===== src/pec_params.svh =====
`ifndef PEC_PARAMS_SVH
`define PEC_PARAMS_SVH

// Sizes of the counter bank
`define PEC_NUM_CNT 4
`define PEC_CNT_W 32
`define PEC_EVT_W 8
`define PEC_CSEL_W 2
`define PEC_INC_W 2
`define PEC_OVF_W 5

// Reset values
`define PEC_CNT_RST 32'h0000_0000
`define PEC_EVT_RST 8'h00
`define PEC_CSEL_RST 2'h0

// Event codes
`define PEC_EV_WBUF_FULL 8'h40
`define PEC_EV_L2_MERGE 8'h41
`define PEC_EV_L2_BUF_ST 8'h42
`define PEC_EV_L2_ACCESS 8'h43
`define PEC_EV_L2_MISS 8'h44
`define PEC_EV_BUS_RD 8'h45
`define PEC_EV_BUS_WR 8'h46
`define PEC_EV_REPLAY 8'h47
`define PEC_EV_UNAL_REPLAY 8'h48
`define PEC_EV_L1D_HASH 8'h49
`define PEC_EV_L1I_HASH 8'h4A
`define PEC_EV_L1D_ALIAS 8'h4B
`define PEC_EV_SIMD_L1D_HIT 8'h4C
`define PEC_EV_SIMD_L1D_ACC 8'h4D
`define PEC_EV_SIMD_L2_ACC 8'h4E
`define PEC_EV_SIMD_L2_HIT 8'h4F
`define PEC_EV_L1I_ACCESS 8'h50
`define PEC_EV_RET_MISP 8'h51
`define PEC_EV_BR_DIR_MISP 8'h52
`define PEC_EV_BR_PRED_TK 8'h53
`define PEC_EV_BR_EXEC_TK 8'h54
`define PEC_EV_OPS_ISSUED 8'h55
`define PEC_EV_ISSUE_EMPTY 8'h56
`define PEC_EV_INST_ISSUED 8'h57
`define PEC_EV_SIMD_XFER 8'h58
`define PEC_EV_SIMD_QFULL 8'h59
`define PEC_EV_BOTH_BUSY 8'h5A
`define PEC_EV_EXT0 8'h70
`define PEC_EV_EXT1 8'h71
`define PEC_EV_EXT_BOTH 8'h72

`endif


===== src/pec_pkg.sv =====
package pec_pkg;

  // Register chosen by a coprocessor access
  typedef enum logic [1:0] {
    PEC_REG_CSEL = 2'b00,
    PEC_REG_ESEL = 2'b01,
    PEC_REG_COUNT = 2'b10
  } pec_reg_t;

  // One access from the core
  typedef struct packed {
    logic valid;
    logic write;
    logic user;
    pec_reg_t reg_id;
    logic [31:0] wdata;
  } pec_cp_req_t;

  // Answer, one cycle after the access
  typedef struct packed {
    logic [31:0] rdata;
    logic ack;
    logic undef;
  } pec_cp_rsp_t;

  // Raw event pulses from pipeline, caches and memory system
  typedef struct packed {
    logic wbuf_full;
    logic l2_store_merge;
    logic l2_store;
    logic l2_store_castout;
    logic l2_access;
    logic l2_miss;
    logic bus_rd_xfer;
    logic bus_wr_xfer;
    logic replay;
    logic unaligned_replay;
    logic l1d_lookup;
    logic l1d_hash_hit;
    logic l1d_phys_hit;
    logic l1d_same_way;
    logic l1d_va12;
    logic l1d_pa12;
    logic l1i_lookup;
    logic l1i_hash_hit;
    logic l1i_phys_hit;
    logic l1i_same_way;
    logic l1i_by_sysctl;
    logic simd_l1d_hit;
    logic simd_l1d_access;
    logic simd_l2_access;
    logic simd_l2_hit;
    logic ret_mispredict;
    logic br_resolve;
    logic br_pred_taken;
    logic br_taken;
    logic br_predictable;
    logic [1:0] ops_issued;
    logic issue_empty;
    logic [1:0] insts_issued;
    logic simd_xfer_stall;
    logic simd_queue_stall;
    logic simd_busy;
    logic core_busy;
  } pec_events_t;

endpackage : pec_pkg


===== src/pec_counter.sv =====
`timescale 1ns/100ps
`default_nettype none
`include "pec_params.svh"

module pec_counter (
  // Clock and reset
  input wire logic i_clk_sys,
  input wire logic i_rst_n,
  // Control
  input wire logic [`PEC_INC_W-1:0] i_inc,
  input wire logic i_cnt_we,
  input wire logic i_evt_we,
  input wire logic [`PEC_CNT_W-1:0] i_wdata,
  input wire logic i_ovf_clr,
  // State
  output logic [`PEC_CNT_W-1:0] o_count,
  output logic [`PEC_EVT_W-1:0] o_event,
  output logic o_ovf
);

  logic [`PEC_CNT_W-1:0] cnt_r;
  logic [`PEC_CNT_W-1:0] cnt_nxt;
  logic [`PEC_EVT_W-1:0] evt_r;
  logic [`PEC_EVT_W-1:0] evt_nxt;
  logic ovf_r;
  logic ovf_nxt;
  logic [`PEC_CNT_W:0] sum;
  logic wrap;

  // Software write beats a same-cycle increment
  assign sum = {1'b0, cnt_r} + {{(`PEC_CNT_W-1){1'b0}}, i_inc};
  assign wrap = ~i_cnt_we & sum[`PEC_CNT_W];
  assign cnt_nxt = i_cnt_we ? i_wdata : sum[`PEC_CNT_W-1:0];
  assign evt_nxt = i_evt_we ? i_wdata[`PEC_EVT_W-1:0] : evt_r;
  // A wrap in the clearing cycle keeps the flag set
  assign ovf_nxt = wrap | (ovf_r & ~i_ovf_clr);

  // Count, event code and overflow flag
  always_ff @(posedge i_clk_sys or negedge i_rst_n) begin
    if (!i_rst_n) begin
      cnt_r <= `PEC_CNT_RST;
      evt_r <= `PEC_EVT_RST;
      ovf_r <= 1'b0;
    end else begin
      cnt_r <= cnt_nxt;
      evt_r <= evt_nxt;
      ovf_r <= ovf_nxt;
    end
  end

  assign o_count = cnt_r;
  assign o_event = evt_r;
  assign o_ovf = ovf_r;
endmodule : pec_counter
`default_nettype wire


===== src/pec_top.sv =====
// How it works
// - Code 0x40 counts every cycle the write buffer is full.
// - Code 0x41 counts stores merged in the level-two memory system.
// - Code 0x42 counts bufferable stores to level two, not cast-outs.
// - Code 0x43 counts level-two accesses, 0x44 cacheable level-two misses.
// - Codes 0x45 and 0x46 count bus read and write data transfers.
// - Code 0x47 counts all replays, 0x48 unaligned accesses that replay.
// - Code 0x49 counts level-one data misses caused by the hash.
// - Code 0x4A counts level-one instruction misses caused by the hash.
// - Code 0x4B counts data accesses where VA and PA bit 12 differ.
// - Codes 0x4C to 0x4F count SIMD cache hits and accesses.
// - Code 0x50 counts instruction cache accesses, not coprocessor ones.
// - Code 0x51 counts wrong-target return stack pops.
// - Code 0x52 counts branch direction mispredictions both ways.
// - Code 0x53 counts predicted-taken branches, 0x54 executed-taken ones.
// - Code 0x55 adds the operations issued.
// - Code 0x56 counts cycles with nothing available to issue.
// - Code 0x57 adds instructions issued per cycle, multi-cycle once.
// - Codes 0x58 and 0x59 count SIMD transfer and queue stall cycles.
// - Code 0x5A counts cycles where SIMD and core are both busy.
// - Codes 0x70, 0x71, 0x72 count external inputs 0, 1 and both.
// - Interrupt is shown only on the active-low interrupt pin.
// - Four counters; select register picks one, event select sets its code.
// - Each counter and the cycle counter have their own interrupt enable.
// - User accesses are undefined unless user enable is set.
`timescale 1ns/100ps
`default_nettype none
`include "pec_params.svh"

module pec_top (
  // Clock and reset
  input wire logic i_clk_sys,
  input wire logic i_rst_n,
  // Coprocessor register access
  input wire pec_pkg::pec_cp_req_t i_cp_req,
  input wire logic i_user_en,
  output pec_pkg::pec_cp_rsp_t o_cp_rsp,
  // Event sources
  input wire pec_pkg::pec_events_t i_events,
  input wire logic [1:0] i_external_event_in,
  // Overflow and interrupt
  input wire logic [`PEC_OVF_W-1:0] i_ovf_irq_en,
  input wire logic [`PEC_OVF_W-1:0] i_ovf_clr,
  output logic [`PEC_OVF_W-1:0] o_ovf_flags,
  output logic o_monitor_irq_n
);

  // Decoded event terms
  logic l1d_hash_miss;
  logic l1i_hash_miss;
  logic l1d_alias;
  logic l2_buf_store;
  logic l1i_access;
  logic br_dir_misp;
  logic br_pred_tk;
  logic br_exec_tk;
  logic both_busy;

  // Access decode
  logic access_ok;
  logic access_undef;
  logic wr_csel;
  logic wr_esel;
  logic wr_count;

  // Register state
  logic [`PEC_CSEL_W-1:0] csel_r;
  logic [`PEC_CSEL_W-1:0] csel_nxt;
  pec_pkg::pec_cp_rsp_t rsp_r;
  pec_pkg::pec_cp_rsp_t rsp_nxt;
  logic [31:0] rdata_sel;
  logic [`PEC_CNT_W-1:0] cyc_r;
  logic cyc_ovf_r;
  logic cyc_ovf_nxt;
  logic irq_n_r;
  logic irq_pend;

  // Counter bank
  logic [`PEC_CNT_W-1:0] count [`PEC_NUM_CNT];
  logic [`PEC_EVT_W-1:0] evt [`PEC_NUM_CNT];
  logic [`PEC_NUM_CNT-1:0] cnt_ovf;
  logic [`PEC_OVF_W-1:0] ovf_all;

  // Hash misses: hash hit with physical miss, hit in another way,
  // or hash miss with physical hit
  assign l1d_hash_miss = i_events.l1d_lookup & (
    (i_events.l1d_hash_hit & ~i_events.l1d_phys_hit) |
    (i_events.l1d_hash_hit & ~i_events.l1d_same_way) |
    (~i_events.l1d_hash_hit & i_events.l1d_phys_hit));
  assign l1i_hash_miss = i_events.l1i_lookup & (
    (i_events.l1i_hash_hit & ~i_events.l1i_phys_hit) |
    (i_events.l1i_hash_hit & ~i_events.l1i_same_way) |
    (~i_events.l1i_hash_hit & i_events.l1i_phys_hit));
  // Page colour alias on bit 12
  assign l1d_alias = i_events.l1d_lookup &
    (i_events.l1d_va12 ^ i_events.l1d_pa12);
  // Cast-out data is filtered here, not trusted to the source
  assign l2_buf_store = i_events.l2_store &
    ~i_events.l2_store_castout;
  assign l1i_access = i_events.l1i_lookup &
    ~i_events.l1i_by_sysctl;
  // Misprediction in either direction
  assign br_dir_misp = i_events.br_resolve &
    (i_events.br_pred_taken ^ i_events.br_taken);
  assign br_pred_tk = i_events.br_resolve & i_events.br_predictable &
    i_events.br_pred_taken;
  assign br_exec_tk = i_events.br_resolve & i_events.br_predictable &
    i_events.br_taken;
  assign both_busy = i_events.simd_busy & i_events.core_busy;

  // Amount to add for one event code
  function automatic logic [`PEC_INC_W-1:0] evt_amount(
    input logic [`PEC_EVT_W-1:0] code
  );
    logic [`PEC_INC_W-1:0] amt;
    amt = 2'h0;
    case (code)
      `PEC_EV_WBUF_FULL: amt = {1'b0, i_events.wbuf_full};
      `PEC_EV_L2_MERGE: amt = {1'b0, i_events.l2_store_merge};
      `PEC_EV_L2_BUF_ST: amt = {1'b0, l2_buf_store};
      `PEC_EV_L2_ACCESS: amt = {1'b0, i_events.l2_access};
      `PEC_EV_L2_MISS: amt = {1'b0, i_events.l2_miss};
      `PEC_EV_BUS_RD: amt = {1'b0, i_events.bus_rd_xfer};
      `PEC_EV_BUS_WR: amt = {1'b0, i_events.bus_wr_xfer};
      `PEC_EV_REPLAY: amt = {1'b0, i_events.replay};
      `PEC_EV_UNAL_REPLAY: amt = {1'b0, i_events.unaligned_replay};
      `PEC_EV_L1D_HASH: amt = {1'b0, l1d_hash_miss};
      `PEC_EV_L1I_HASH: amt = {1'b0, l1i_hash_miss};
      `PEC_EV_L1D_ALIAS: amt = {1'b0, l1d_alias};
      `PEC_EV_SIMD_L1D_HIT: amt = {1'b0, i_events.simd_l1d_hit};
      `PEC_EV_SIMD_L1D_ACC: amt = {1'b0, i_events.simd_l1d_access};
      `PEC_EV_SIMD_L2_ACC: amt = {1'b0, i_events.simd_l2_access};
      `PEC_EV_SIMD_L2_HIT: amt = {1'b0, i_events.simd_l2_hit};
      `PEC_EV_L1I_ACCESS: amt = {1'b0, l1i_access};
      `PEC_EV_RET_MISP: amt = {1'b0, i_events.ret_mispredict};
      `PEC_EV_BR_DIR_MISP: amt = {1'b0, br_dir_misp};
      `PEC_EV_BR_PRED_TK: amt = {1'b0, br_pred_tk};
      `PEC_EV_BR_EXEC_TK: amt = {1'b0, br_exec_tk};
      `PEC_EV_OPS_ISSUED: amt = i_events.ops_issued;
      `PEC_EV_ISSUE_EMPTY: amt = {1'b0, i_events.issue_empty};
      // Source reports a multi-cycle instruction in one cycle only
      `PEC_EV_INST_ISSUED: amt = i_events.insts_issued;
      `PEC_EV_SIMD_XFER: amt = {1'b0, i_events.simd_xfer_stall};
      `PEC_EV_SIMD_QFULL: amt = {1'b0, i_events.simd_queue_stall};
      `PEC_EV_BOTH_BUSY: amt = {1'b0, both_busy};
      `PEC_EV_EXT0: amt = {1'b0, i_external_event_in[0]};
      `PEC_EV_EXT1: amt = {1'b0, i_external_event_in[1]};
      // Both inputs in one cycle add two
      `PEC_EV_EXT_BOTH: amt = {1'b0, i_external_event_in[0]} +
        {1'b0, i_external_event_in[1]};
      // Reserved and unlisted codes stay still
      default: amt = 2'h0;
    endcase
    return amt;
  endfunction : evt_amount

  // User mode is refused unless enabled; privileged always gets data
  assign access_ok = i_cp_req.valid &
    (~i_cp_req.user | i_user_en);
  assign access_undef = i_cp_req.valid & i_cp_req.user &
    ~i_user_en;
  assign wr_csel = access_ok & i_cp_req.write &
    (i_cp_req.reg_id == pec_pkg::PEC_REG_CSEL);
  assign wr_esel = access_ok & i_cp_req.write &
    (i_cp_req.reg_id == pec_pkg::PEC_REG_ESEL);
  assign wr_count = access_ok & i_cp_req.write &
    (i_cp_req.reg_id == pec_pkg::PEC_REG_COUNT);
  assign csel_nxt = wr_csel ? i_cp_req.wdata[`PEC_CSEL_W-1:0] : csel_r;

  // The four counters, each on its own event code
  genvar g;
  generate
    for (g = 0; g < `PEC_NUM_CNT; g++) begin : g_cnt
      logic [`PEC_INC_W-1:0] inc;
      logic [`PEC_CSEL_W-1:0] idx;
      // A process, not an assign, so event pins read by the lookup wake it
      always_comb begin
        inc = evt_amount(evt[g]);
      end
      assign idx = (`PEC_CSEL_W)'(g);
      pec_counter u_cnt (
        .i_clk_sys(i_clk_sys),
        .i_rst_n(i_rst_n),
        .i_inc(inc),
        .i_cnt_we(wr_count & (csel_r == idx)),
        .i_evt_we(wr_esel & (csel_r == idx)),
        .i_wdata(i_cp_req.wdata),
        .i_ovf_clr(i_ovf_clr[g]),
        .o_count(count[g]),
        .o_event(evt[g]),
        .o_ovf(cnt_ovf[g])
      );
    end
  endgenerate

  // Read data of the selected register; code 2'b11 reads zero
  always_comb begin
    rdata_sel = 32'h0000_0000;
    unique case (i_cp_req.reg_id)
      pec_pkg::PEC_REG_CSEL: rdata_sel = {30'h0, csel_r};
      pec_pkg::PEC_REG_ESEL: rdata_sel = {24'h0, evt[csel_r]};
      pec_pkg::PEC_REG_COUNT: rdata_sel = count[csel_r];
      default: rdata_sel = 32'h0000_0000;
    endcase
  end

  // Answer: refused accesses return zero and no side effect
  assign rsp_nxt.ack = i_cp_req.valid;
  assign rsp_nxt.undef = access_undef;
  assign rsp_nxt.rdata = (access_ok & ~i_cp_req.write) ?
    rdata_sel : 32'h0000_0000;

  // Free-running cycle counter, overflow set beats clear
  assign cyc_ovf_nxt = (&cyc_r) |
    (cyc_ovf_r & ~i_ovf_clr[`PEC_NUM_CNT]);

  // Per-source enables gate the single interrupt
  assign ovf_all = {cyc_ovf_r, cnt_ovf};
  assign irq_pend = |(ovf_all & i_ovf_irq_en);

  // Select register and response
  always_ff @(posedge i_clk_sys or negedge i_rst_n) begin
    if (!i_rst_n) begin
      csel_r <= `PEC_CSEL_RST;
      rsp_r <= '0;
    end else begin
      csel_r <= csel_nxt;
      rsp_r <= rsp_nxt;
    end
  end

  // Cycle counter and interrupt pin
  always_ff @(posedge i_clk_sys or negedge i_rst_n) begin
    if (!i_rst_n) begin
      cyc_r <= `PEC_CNT_RST;
      cyc_ovf_r <= 1'b0;
      irq_n_r <= 1'b1;
    end else begin
      cyc_r <= cyc_r + 32'h0000_0001;
      cyc_ovf_r <= cyc_ovf_nxt;
      irq_n_r <= ~irq_pend;
    end
  end

  // Outputs straight from flip-flops
  assign o_cp_rsp = rsp_r;
  assign o_monitor_irq_n = irq_n_r;
  assign o_ovf_flags = ovf_all;
endmodule : pec_top
`default_nettype wire


===== config.mk =====
export PLATFORM = sky130hd
export DESIGN_NAME = pec_top
export DESIGN_NICKNAME = d
export VERILOG_FILES = /design/src/pec_pkg.sv /design/src/pec_counter.sv /design/src/pec_top.sv
export VERILOG_INCLUDE_DIRS = /design/src
export SDC_FILE = /design/constraint.sdc
export NUM_CORES = 1
export LEC_CHECK = 0
export BUFFER_PORTS_ARGS = -buffer_cell sky130_fd_sc_hd__buf_2
export CAP_MARGIN = 20
export CORE_UTILIZATION = 50
export CTS_CLUSTER_SIZE = 16
export DETAILED_ROUTE_END_ITERATION = 10
export PLACE_DENSITY = 0.73
export SETUP_SLACK_MARGIN = 0.5
export SLEW_MARGIN = 25
export SYNTH_ARGS = -nofsm -noshare
export SYNTH_HDL_FRONTEND = slang
export SYNTH_SLANG_ARGS = --single-unit

===== constraint.sdc =====
create_clock -name i_clk_sys -period 3.93 [get_ports i_clk_sys]
set_input_delay 0.1965 -clock i_clk_sys [delete_from_list [all_inputs] [get_ports i_clk_sys]]
set_output_delay 0.1965 -clock i_clk_sys [all_outputs]
set_load 0.005 [all_outputs]

==> results of run 1 <==
registers in the layout (all words and copies together) (netlist names):
| register | flops |
|---|---|
| g_cnt.u_cnt.o_count | 128 |
| o_cp_rsp | 34 |
| o_monitor_irq_n | 1 |
| cyc_r | 32 |
| cyc_ovf_r | 1 |
| csel_r | 2 |
| g_cnt.u_cnt.o_ovf | 4 |
| g_cnt.u_cnt.o_event | 32 |
cells in the mapped netlist, types with 7 or more instances:
| cell type | instances | area, µm² |
|---|---|---|
| nand3_1 | 82 | 410.4 |
| mux4_2 | 39 | 878.3 |
| mux2i_1 | 12 | 120.1 |
| nand4_1 | 42 | 262.8 |
| xor2_1 | 56 | 490.5 |
| nor4b_1 | 8 | 70.07 |
| and4_1 | 19 | 166.4 |
| and3_1 | 30 | 187.7 |
| inv_1 | 37 | 138.9 |
| buf_2 | 20 | 100.1 |
| nand4b_1 | 7 | 61.31 |
| dfrtp_1 | 233 | 5831 |
| nor2b_1 | 38 | 237.7 |
| a21oi_1 | 22 | 110.1 |
| clkbuf_1 | 56 | 210.2 |
| nor4_1 | 31 | 193.9 |
| mux2_2 | 51 | 574.3 |
| nor3b_1 | 9 | 67.56 |
| nor3_1 | 24 | 120.1 |
| nand2b_1 | 13 | 81.33 |
| xnor2_1 | 94 | 823.3 |
| nand2_1 | 191 | 716.9 |
| o21ai_0 | 122 | 610.6 |
| nor2_1 | 63 | 236.5 |
| ha_1 | 10 | 125.1 |
| nand3b_1 | 11 | 82.58 |
power groups by stage:
stage	logic, mW	clock network, mW	registers, mW
after floorplan	1.67	0	3.37
after global placement	2.08	0	3.70
after detailed placement	2.13	0	3.73
after CTS	2.18	2.50	3.70
after global routing	2.47	2.59	3.81
final	2.27	2.46	3.73
through the flow:
step / utilization (%) / cells / total power, mW
2_1_floorplan: - / 1451 / 5.036
6_report: 60.73 / 2018 / 8.460
3_5_place_dp: 55.17 / 1924 / 5.858
4_1_cts: 59.82 / 2011 / 8.385
5_1_grt: 60.73 / 2018 / 8.867
3_3_place_gp: 55.17 / 1924 / 5.787
critical path, cell delays in order (launching register included):
cell and delay [ns]:
dfrtp_2 0.45, nor4b_4 0.34, nor4b_4 0.26, a211oi_2 0.06, o32a_1 0.17, o211ai_1 0.24
ha_2 0.24, inv_2 0.04, fa_2 0.33, or3_4 0.37, or3_4 0.34, or4b_4 0.49
o21ai_2 0.07
cell families (layout without fill, tap and decap cells):
logic type | count (synthesis) | after routing | synth area share (%)
AOI/OAI and AO/OA | 217 | 217 | 9.377
and+or+nand+nor | 609 | 609 | 23.33
buffers and inverters | 125 | 314 | 3.666
adders and majority gates | 14 | 14 | 1.459
DFF | 234 | 234 | 41.65
xor gates and xnor gates | 150 | 150 | 9.342
muxes | 102 | 102 | 11.18
cell type report:
type                       count  area [µm²]  share of cell area, %
clock inverter                 7       48.80                 0.2900
timing repair buffer         227        1486                  8.834
sequential                   234        5874                  34.91
inverter                      37       138.9                 0.8254
tap                          378       473.0                  2.811
multi-input combinational   1092        7979                  47.42
clock buffer                  43       825.8                  4.908
final timing paths:
kind	slack, ns	startpoint	endpoint
setup / recovery	0.46	g_cnt[0].u_cnt.o_event[7]$_DFFE_PN0P_	g_cnt[0].u_cnt.o_ovf$_DFF_PN0_
hold / removal	0.01	i_cp_req[34]	o_cp_rsp[0]$_DFF_PN0_
setup reg to reg	0.46	g_cnt[0].u_cnt.o_event[7]$_DFFE_PN0P_	g_cnt[0].u_cnt.o_ovf$_DFF_PN0_
hold reg to reg	0.47	cyc_r[28]$_DFF_PN0_	cyc_r[28]$_DFF_PN0_
max in group asynchronous	2.50	i_rst_n	g_cnt[1].u_cnt.o_event[7]$_DFFE_PN0P_
min in group asynchronous	0.32	i_rst_n	g_cnt[3].u_cnt.o_event[1]$_DFFE_PN0P_
metal layers:
metal	vias up	track usage (%)
met4	0	11.08
met3	114	6.320
met2	611	46.92
li1	5574	-
met1	6089	43.08
met5	-	0
timing repair:
| item | CTS | global route |
|---|---|---|
| hold endpoints to repair | 214 | 0 |
| buffers inserted | 4 | 6 |
| hold buffers | 33 | 0 |
| endpoints found under the setup margin | 16 | 81 |
| cloned | 0 | 0 |
| pin swaps | 10 | 8 |
| resized for setup | 14 | 49 |
==> impl_metrics.yaml, run 1 <==
sta:
  fin_setup_tns_ns: 0
  holdWs_ns: 0.01299
  rsz0062_at_grt: "yes"
  slew_headroom_pct: 36.23
  fmax_ghz: 0.2886
  maxSlewViolCount: 0
  period_minus_slack_ns: 3.465
  hold_viol: 0
  setup_viol: 0
  post-route-period-util_pct: 88.17
  fin_ws_ns: 0.4648
  skew_ns: 0.01863
  worstMarginPinSlew_ns: 0.9565
logic_synthesis:
  ys_ff_latch: 234
  async_reset_ff_share_pct: 100.0
  netlist_instances: 1451
  synth_area_um2: 14060
  synth_flop_cell: "dfrtp_1"
  ys_seq_area_share_pct: 41.65
  ys_warn_count: 0
  syn_avg_cell_area_um2: 9.692
  syn_nets: 1556
  synth_edf_count: 0
  synth_cell_types: 77
floorplan:
  io_pins: 131
  die_area_um2: 28800
  rows: 61
  die_h_um: 169.7
  dieWidth_um: 169.7
  coreArea_um2: 27710
  start_util_pct: 50.76
routing:
  via_count: 12388
  drt-initial-drc-count: 1224
  vias_per_cell: 6.139
  drc_errors: 0
  wl_met3_um: 3898
  met2WireLength_um: 19410
  firstDrtPassIters: 5
  met1Wirelength_um: 18530
  antenna_left: 0
  top_layer_used: "met4"
  routed_wl_um: 43360
  wl_per_cell_um: 21.49
power_and_ir_drop:
  powerDensity_nw_per_um2: 502.8
  power_frac_seq_pct: 44.1
  p_int_mw: 5.585
  power.leakage_nw: 6.828
  pwr-share-clk_pct: 29.1
  switchingPower_mw: 2.876
  ir_drop_mv: 0.3014
  switching_share_pct: 33.99
  share_comb_of_total_power_pct: 26.8
place:
  hpwlAfterDp_um: 30270
  gp_congestion: 0.9652
  place_ws_ns: 0.2686
  io_buffer_count: 130
  placed_cell_area_um2: 15290
setup_path:
  critical_path_arrival_ns: 3.93
  crit_fanout: 5
  crit_path_end_kind: "flip-flop"
  criticalPathCategory: "reg2reg"
  rr_worst_depth: 12
  start_kind: "flip-flop"
  cp.required_ns: 4.40
cts:
  cts.reportedPaths.clkPinSlew_ns: 0.06
  cts_tree: "done"
  htree_levels: 1
  cts_made_buffers: 27
  clock-sinks: 234
  clockBufferDepth: 3
  cts_root_buf: "clkbuf_16"
  insertion_delay_ns: 0.54
grt:
  gr-total-overflow: 0
  grt_max_degree: 115
  antenna_found_initial: 0
  grt_pass1_vias: 12126
  grt_pass1_wl_um: 68370
  grt.total_usage_pct: 30.67
cells_and_area:
  design_area_um2: 16830
  area_growth_pct: 19.64
  final_common_cell: "dfrtp_1"
  fill_cells: 2326
  antenna_cells: 0
  fin_nets: 1724
  drive_gt1_share_pct: 24.51
  final_cell_mix: "dfrtp_1 (219), nand2_1 (191), buf_2 (129)"
flow_run:
  maxCapViolCount: 0
worst_hold_path:
  whs_path_depth: 3
  hold_path.class: "in2reg"
run_status:
  status: "finished, final reports clean"
Note: power is estimated with default switching activity, not from simulation.
==> run 2: changes to the inputs <==
--- a/config.mk
+++ b/config.mk
@@ -8,12 +8,14 @@
 export LEC_CHECK = 0
 export BUFFER_PORTS_ARGS = -buffer_cell sky130_fd_sc_hd__buf_2
 export CAP_MARGIN = 20
+export CORE_MARGIN = 1.5
 export CORE_UTILIZATION = 50
 export CTS_CLUSTER_SIZE = 16
 export DETAILED_ROUTE_END_ITERATION = 10
 export PLACE_DENSITY = 0.73
+export RECOVER_POWER = 25
 export SETUP_SLACK_MARGIN = 0.5
-export SLEW_MARGIN = 25
+export SLEW_MARGIN = 10
 export SYNTH_ARGS = -nofsm -noshare
 export SYNTH_HDL_FRONTEND = slang
 export SYNTH_SLANG_ARGS = --single-unit
==> impl_metrics.yaml, run 2 (synthesis results as in run 1) <==
floorplan:
  rows: 61
  start_util_pct: 50.76
  dieWidth_um: 170.7
  die_h_um: 170.7
  die_area_um2: 29140
  coreArea_um2: 27710
  io_pins: 131
sta:
  worstMarginPinSlew_ns: 1.993
  fin_setup_tns_ns: 0
  maxSlewViolCount: 71
  fmax_ghz: 0.2955
  slew_headroom_pct: -32.86
  skew_ns: 0.01702
  rsz0062_at_grt: "yes"
  fin_ws_ns: 0.5465
  setup_viol: 0
  post-route-period-util_pct: 86.10
  hold_viol: 0
  period_minus_slack_ns: 3.384
cts:
  htree_levels: 1
  cts_root_buf: "clkbuf_16"
  cts_tree: "done"
  clock-sinks: 234
  insertion_delay_ns: 0.56
  clockBufferDepth: 3
  cts_made_buffers: 27
  cts.reportedPaths.clkPinSlew_ns: 0.06
place:
  gp_congestion: 1.006
  hpwlAfterDp_um: 29130
  place_inst: 1917
  io_buffer_count: 130
  place_ws_ns: 0.3350
cells_and_area:
  fill_cells: 2286
  fin_nets: 1724
  seq_area_um2: 5877
  antenna_cells: 0
  final_common_cell: "dfrtp_1"
  fin_cells: 2018
  area_growth_pct: 19.30
  multi_input_area_um2: 7920
  largest_register_ffs: 128
  final_cell_mix: "dfrtp_1 (217), nand2_1 (191), o21ai_0 (121)"
  drive_gt1_share_pct: 22.80
flow_run:
  maxCapViolCount: 1
routing:
  drt-initial-drc-count: 1167
  vias_per_cell: 6.127
  drc_errors: 0
  firstDrtPassIters: 5
  routed_wl_um: 42280
  wl_per_cell_um: 20.95
  via_count: 12364
  antenna_left: 0
worst_hold_path:
  hold_start: "i_cp_req[4]"
  whs_path_depth: 3
  min_to: "g_cnt[0].u_cnt.o_count[4]$_DFF_PN0_"
  hold_path.class: "in2reg"
setup_path:
  criticalPathCategory: "reg2reg"
  critical_path_arrival_ns: 3.87
  rr_worst_depth: 12
  r2r_start: "g_cnt[0].u_cnt.o_event[7]$_DFFE_PN0P_"
  cp.required_ns: 4.42
  crit_buf_inv: 1
  worstPathCellList: "nor4b_4 > nor4b_4 > a211oi_2 > o32a_1 > o211ai_1 > ha_2 > inv_2 > fa_2 > or3_4 > or3_4 > or4b_4 > o21ai_2"
  crit_fanout: 6
  r2r_slack_ns: 0.55
  crit_path_end_kind: "flip-flop"
  critPathTopFamily: "simple AND/OR/NAND/NOR gates"
  start_kind: "flip-flop"
  timing.rr.end: "g_cnt[0].u_cnt.o_ovf$_DFF_PN0_"
  critPathMaxStageDelay_ns: 0.49
  slowest_stage: "or4b_4"
grt:
  grt.total_usage_pct: 28.88
  gr-total-overflow: 0
  grt_pass1_vias: 11651
  antenna_found_initial: 0
  grt_max_degree: 115
  grt_pass1_wl_um: 65090
power_and_ir_drop:
  power_frac_seq_pct: 43.7
  ir_drop_mv: 0.2907
  power.leakage_nw: 6.734
  share_comb_of_total_power_pct: 26.2
  p_int_mw: 5.632
  switching_share_pct: 33.68
  powerDensity_nw_per_um2: 506.1
  pwr-share-clk_pct: 30.1
  switchingPower_mw: 2.860
run_status:
  status: "finished, violations left"
  failed_checks: "capacitance limit, slew limit"
==> run 2: cell types whose count changed in the layout (fill, tap and decap cells not counted), sizes merged <==
cell,delta
buf,-26
clkbuf,+17
clkinv,+4
bufinv,+2
clkinvlp,+2
dlygate4sd3,+2
inv,-1
==> run 2: through the flow <==
step                hold slack [ns]  cell area (µm²)  power [mW]  utilization [%]
global route                0.01788            16780       8.890            60.56
finish                      0.02024            16780       8.492            60.56
detailed placement           0.2153            15250       5.784            55.04
global placement             0.2100            15250       5.729            55.04
floorplan                  -0.09909            14090       5.036                -
CTS                        0.002350            16580       8.405            59.85
==> run 2: cell type report <==
class	instances	share of cell area (%)
clock buffer	36	4.527
timing repair buffer	227	8.733
tap	378	2.819
clock inverter	14	0.8576
multi-input combinational	1092	47.21
sequential	234	35.03
inverter	37	0.8278
==> run 2: how the worst max path moves through the flow <==
stage | from | end | cells after the start | slack (ns)
2_1_floorplan | g_cnt[0].u_cnt.o_event[7]$_DFFE_PN0P_ | g_cnt[0].u_cnt.o_ovf$_DFF_PN0_ | 12 | 0.50
3_3_place_gp | g_cnt[0].u_cnt.o_event[2]$_DFFE_PN0P_ | g_cnt[0].u_cnt.o_ovf$_DFF_PN0_ | 12 | 0.38
3_5_place_dp | g_cnt[1].u_cnt.o_event[0]$_DFFE_PN0P_ | g_cnt[1].u_cnt.o_count[26]$_DFF_PN0_ | 12 | 0.34
4_1_cts | g_cnt[0].u_cnt.o_event[4]$_DFFE_PN0P_ | g_cnt[0].u_cnt.o_ovf$_DFF_PN0_ | 12 | 0.51
5_1_grt | g_cnt[0].u_cnt.o_event[7]$_DFFE_PN0P_ | g_cnt[0].u_cnt.o_ovf$_DFF_PN0_ | 12 | 0.38
6_report | g_cnt[0].u_cnt.o_event[7]$_DFFE_PN0P_ | g_cnt[0].u_cnt.o_ovf$_DFF_PN0_ | 12 | 0.55
==> run 2: what timing repair did <==
action                                 CTS  global route
resized for setup                       12            39
setup endpoints to repair               22            54
endpoints found under the hold margin  176             0
hold buffers                            35             0
pin swaps                               11             6
setup buffers                            6            10
==> run 2: power groups by stage <==
stage	combinational [mW]	sequential [mW]	clock [mW]
2_1_floorplan	1.67	3.37	0
3_3_place_gp	2.04	3.69	0
3_5_place_dp	2.07	3.71	0
4_1_cts	2.13	3.68	2.60
5_1_grt	2.42	3.78	2.69
6_report	2.22	3.71	2.56
==> run 2: routing by layer <==
metal	GRT usage, %	share of wire (%)
met1	40.61	43
met2	43.66	44
met3	5.598	8.8
met4	12.12	4.1
met5	0	0
==> run 2: tightest hold or removal path, cell delays in order <==
cell and delay [ns]:
buf_2 0.18, nand2_1 0.08, o21ai_0 0.07
==> run 3: changes to the inputs <==
--- a/config.mk
+++ b/config.mk
@@ -8,11 +8,13 @@
 export LEC_CHECK = 0
 export BUFFER_PORTS_ARGS = -buffer_cell sky130_fd_sc_hd__buf_2
 export CAP_MARGIN = 20
+export CELL_PAD_IN_SITES_DETAIL_PLACEMENT = 1
+export CELL_PAD_IN_SITES_GLOBAL_PLACEMENT = 2
 export CORE_MARGIN = 1.5
-export CORE_UTILIZATION = 50
+export CORE_UTILIZATION = 35
 export CTS_CLUSTER_SIZE = 16
 export DETAILED_ROUTE_END_ITERATION = 10
-export PLACE_DENSITY = 0.73
+export PLACE_DENSITY = 0.78
 export RECOVER_POWER = 25
 export SETUP_SLACK_MARGIN = 0.5
 export SLEW_MARGIN = 10
==> impl_metrics.yaml, run 3 (synthesis results as in run 1) <==
grt:
  grt.total_usage_pct: 23.79
  grt_pass1_vias: 12921
  gr-total-overflow: 0
  grt_pass1_wl_um: 76440
  grt_max_degree: 88
  antenna_found_initial: 0
cts:
  insertion_delay_ns: 0.56
  clock-sinks: 234
  cts.reportedPaths.clkPinSlew_ns: 0.06
  htree_levels: 1
  cts_made_buffers: 28
  cts_tree: "done"
  cts_root_buf: "clkbuf_16"
  clockBufferDepth: 3
sta:
  skew_ns: 0.01176
  setup_viol: 0
  fmax_ghz: 0.2770
  fin_setup_tns_ns: 0
  slew_headroom_pct: -51.82
  post-route-period-util_pct: 91.87
  worstMarginPinSlew_ns: 2.277
  period_minus_slack_ns: 3.610
  rsz0062_at_grt: "yes"
  hold_viol: 0
  maxSlewViolCount: 88
flow_run:
  maxCapViolCount: 1
setup_path:
  r2r_start: "g_cnt[0].u_cnt.o_event[4]$_DFFE_PN0P_"
  rr_worst_depth: 12
  timing.rr.end: "g_cnt[0].u_cnt.o_ovf$_DFF_PN0_"
  cp.required_ns: 4.41
  criticalPathCategory: "reg2reg"
  slowest_stage: "or4b_1"
  start_kind: "flip-flop"
  worstPathCellList: "nor4b_4 > nor4b_4 > a211oi_2 > o32a_1 > o211ai_1 > ha_2 > inv_2 > fa_2 > or3_4 > or3_4 > or4b_1 > o21ai_1"
  crit_path_end_kind: "flip-flop"
  crit_fanout: 3
  critPathMaxStageDelay_ns: 0.50
  critical_path_arrival_ns: 4.09
  r2r_slack_ns: 0.32
power_and_ir_drop:
  ir_drop_mv: 0.2821
  powerDensity_nw_per_um2: 501.6
  power.leakage_nw: 7.094
run_status:
  failed_checks: "capacitance limit, slew limit"
  status: "finished, violations left"
worst_hold_path:
  hold_start: "i_cp_req[3]"
  min_to: "g_cnt[3].u_cnt.o_count[3]$_DFF_PN0_"
  whs_path_depth: 3
  hold_path.class: "in2reg"
routing:
  antenna_left: 0
  drt-initial-drc-count: 735
  routed_wl_um: 49440
  via_count: 12306
  drc_errors: 0
  vias_per_cell: 5.637
  firstDrtPassIters: 5
  wl_per_cell_um: 22.65
cells_and_area:
  drive_gt1_share_pct: 26.24
  largest_register_ffs: 128
  final_common_cell: "dfrtp_1"
  antenna_cells: 0
  utilization_pct: 44.05
  fin_nets: 1743
  final_cell_mix: "dfrtp_1 (212), nand2_1 (191), buf_2 (128)"
  area_growth_pct: 24.46
floorplan:
  die_area_um2: 41390
  coreArea_um2: 39730
  rows: 73
  dieWidth_um: 203.5
  start_util_pct: 35.40
  io_pins: 131
  die_h_um: 203.5
place:
  io_buffer_count: 130
  gp_congestion: 0.8827
  hpwlAfterDp_um: 34350
-- run 3: cell count changes in the layout (fill, tap and decap cells not counted), sizes merged --
cell	delta
buf	+35
bufinv	-1
clkbuf	-15
clkinv	-3
clkinvlp	-1
dlygate4sd3	+5
inv	-2
-- run 3: report_power, final --
part	leakage [nW]	switching (mW)	internal [mW]
registers	3.01	0.816	2.93
logic	3.64	1.13	1.31
clock network	0.448	1.06	1.52
total	7.09	3.02	5.76
-- run 3: critical path: cells and delay by family, from the launching register on --
kind | cells | cell delay (ns)
and+or+nand+nor | 5 | 1.87
AOI/OAI and AO/OA | 4 | 0.60
adders and majority gates | 2 | 0.58
DFF | 1 | 0.44
buffers and inverters | 1 | 0.04
-- run 3: what timing repair did --
item,in CTS,in global routing
buffers inserted,6,21
cloned,0,0
hold buffers,39,1
hold endpoints to repair,169,1
pin swaps,6,35
endpoints found under the setup margin,51,77
gates resized for setup,28,93
-- run 3: per-layer routing --
layer / track usage [%] / share of wire, % / up-vias
met2: 40.39 / 49 / 326
li1: - / - / 5594
met4: 7.593 / 3.0 / 0
met1: 31.61 / 43 / 6291
met5: 0 / 0 / -
met3: 2.812 / 4.5 / 95
-- run 3: per-stage QoR --
step / power [mW] / cell area, µm² / setup slack [ns] / hold slack (ns) / cells
finish: 8.779 / 17500 / 0.3197 / 0.01747 / 2183
global route: 9.259 / 17500 / 0.2382 / 0.01093 / 2183
CTS: 8.646 / 16940 / 0.3203 / -0.1455 / 2160
detailed placement: 5.931 / 15460 / 0.2588 / 0.1462 / 2065
global placement: 5.848 / 15450 / 0.2727 / 0.1393 / 2064
floorplan: 5.036 / 14090 / 0.5040 / -0.09909 / 1451
-- run 3: worst max path at each step --
stage | startpoint | end | slack [ns] | cells past startpoint
floorplan | g_cnt[0].u_cnt.o_event[7]$_DFFE_PN0P_ | g_cnt[0].u_cnt.o_ovf$_DFF_PN0_ | 0.50 | 12
global placement | g_cnt[0].u_cnt.o_event[7]$_DFFE_PN0P_ | g_cnt[0].u_cnt.o_ovf$_DFF_PN0_ | 0.27 | 12
detailed placement | g_cnt[0].u_cnt.o_event[7]$_DFFE_PN0P_ | g_cnt[0].u_cnt.o_ovf$_DFF_PN0_ | 0.26 | 12
CTS | g_cnt[0].u_cnt.o_event[5]$_DFFE_PN0P_ | g_cnt[0].u_cnt.o_ovf$_DFF_PN0_ | 0.32 | 12
global route | g_cnt[0].u_cnt.o_event[5]$_DFFE_PN0P_ | g_cnt[0].u_cnt.o_ovf$_DFF_PN0_ | 0.24 | 12
finish | g_cnt[0].u_cnt.o_event[4]$_DFFE_PN0P_ | g_cnt[0].u_cnt.o_ovf$_DFF_PN0_ | 0.32 | 12
-- run 3: layout make-up --
| cell class | instances | area (µm²) |
|---|---|---|
| Timing Repair Buffer | 245 | 1744 |
| Clock inverter | 7 | 73.82 |
| Clock buffer | 43 | 837.1 |
| Inverter | 37 | 138.9 |
| Sequential cell | 234 | 5886 |
| Tap cell | 525 | 656.9 |
| Fill cell | 4444 | 22230 |
| Multi-Input combinational cell | 1092 | 8167 |
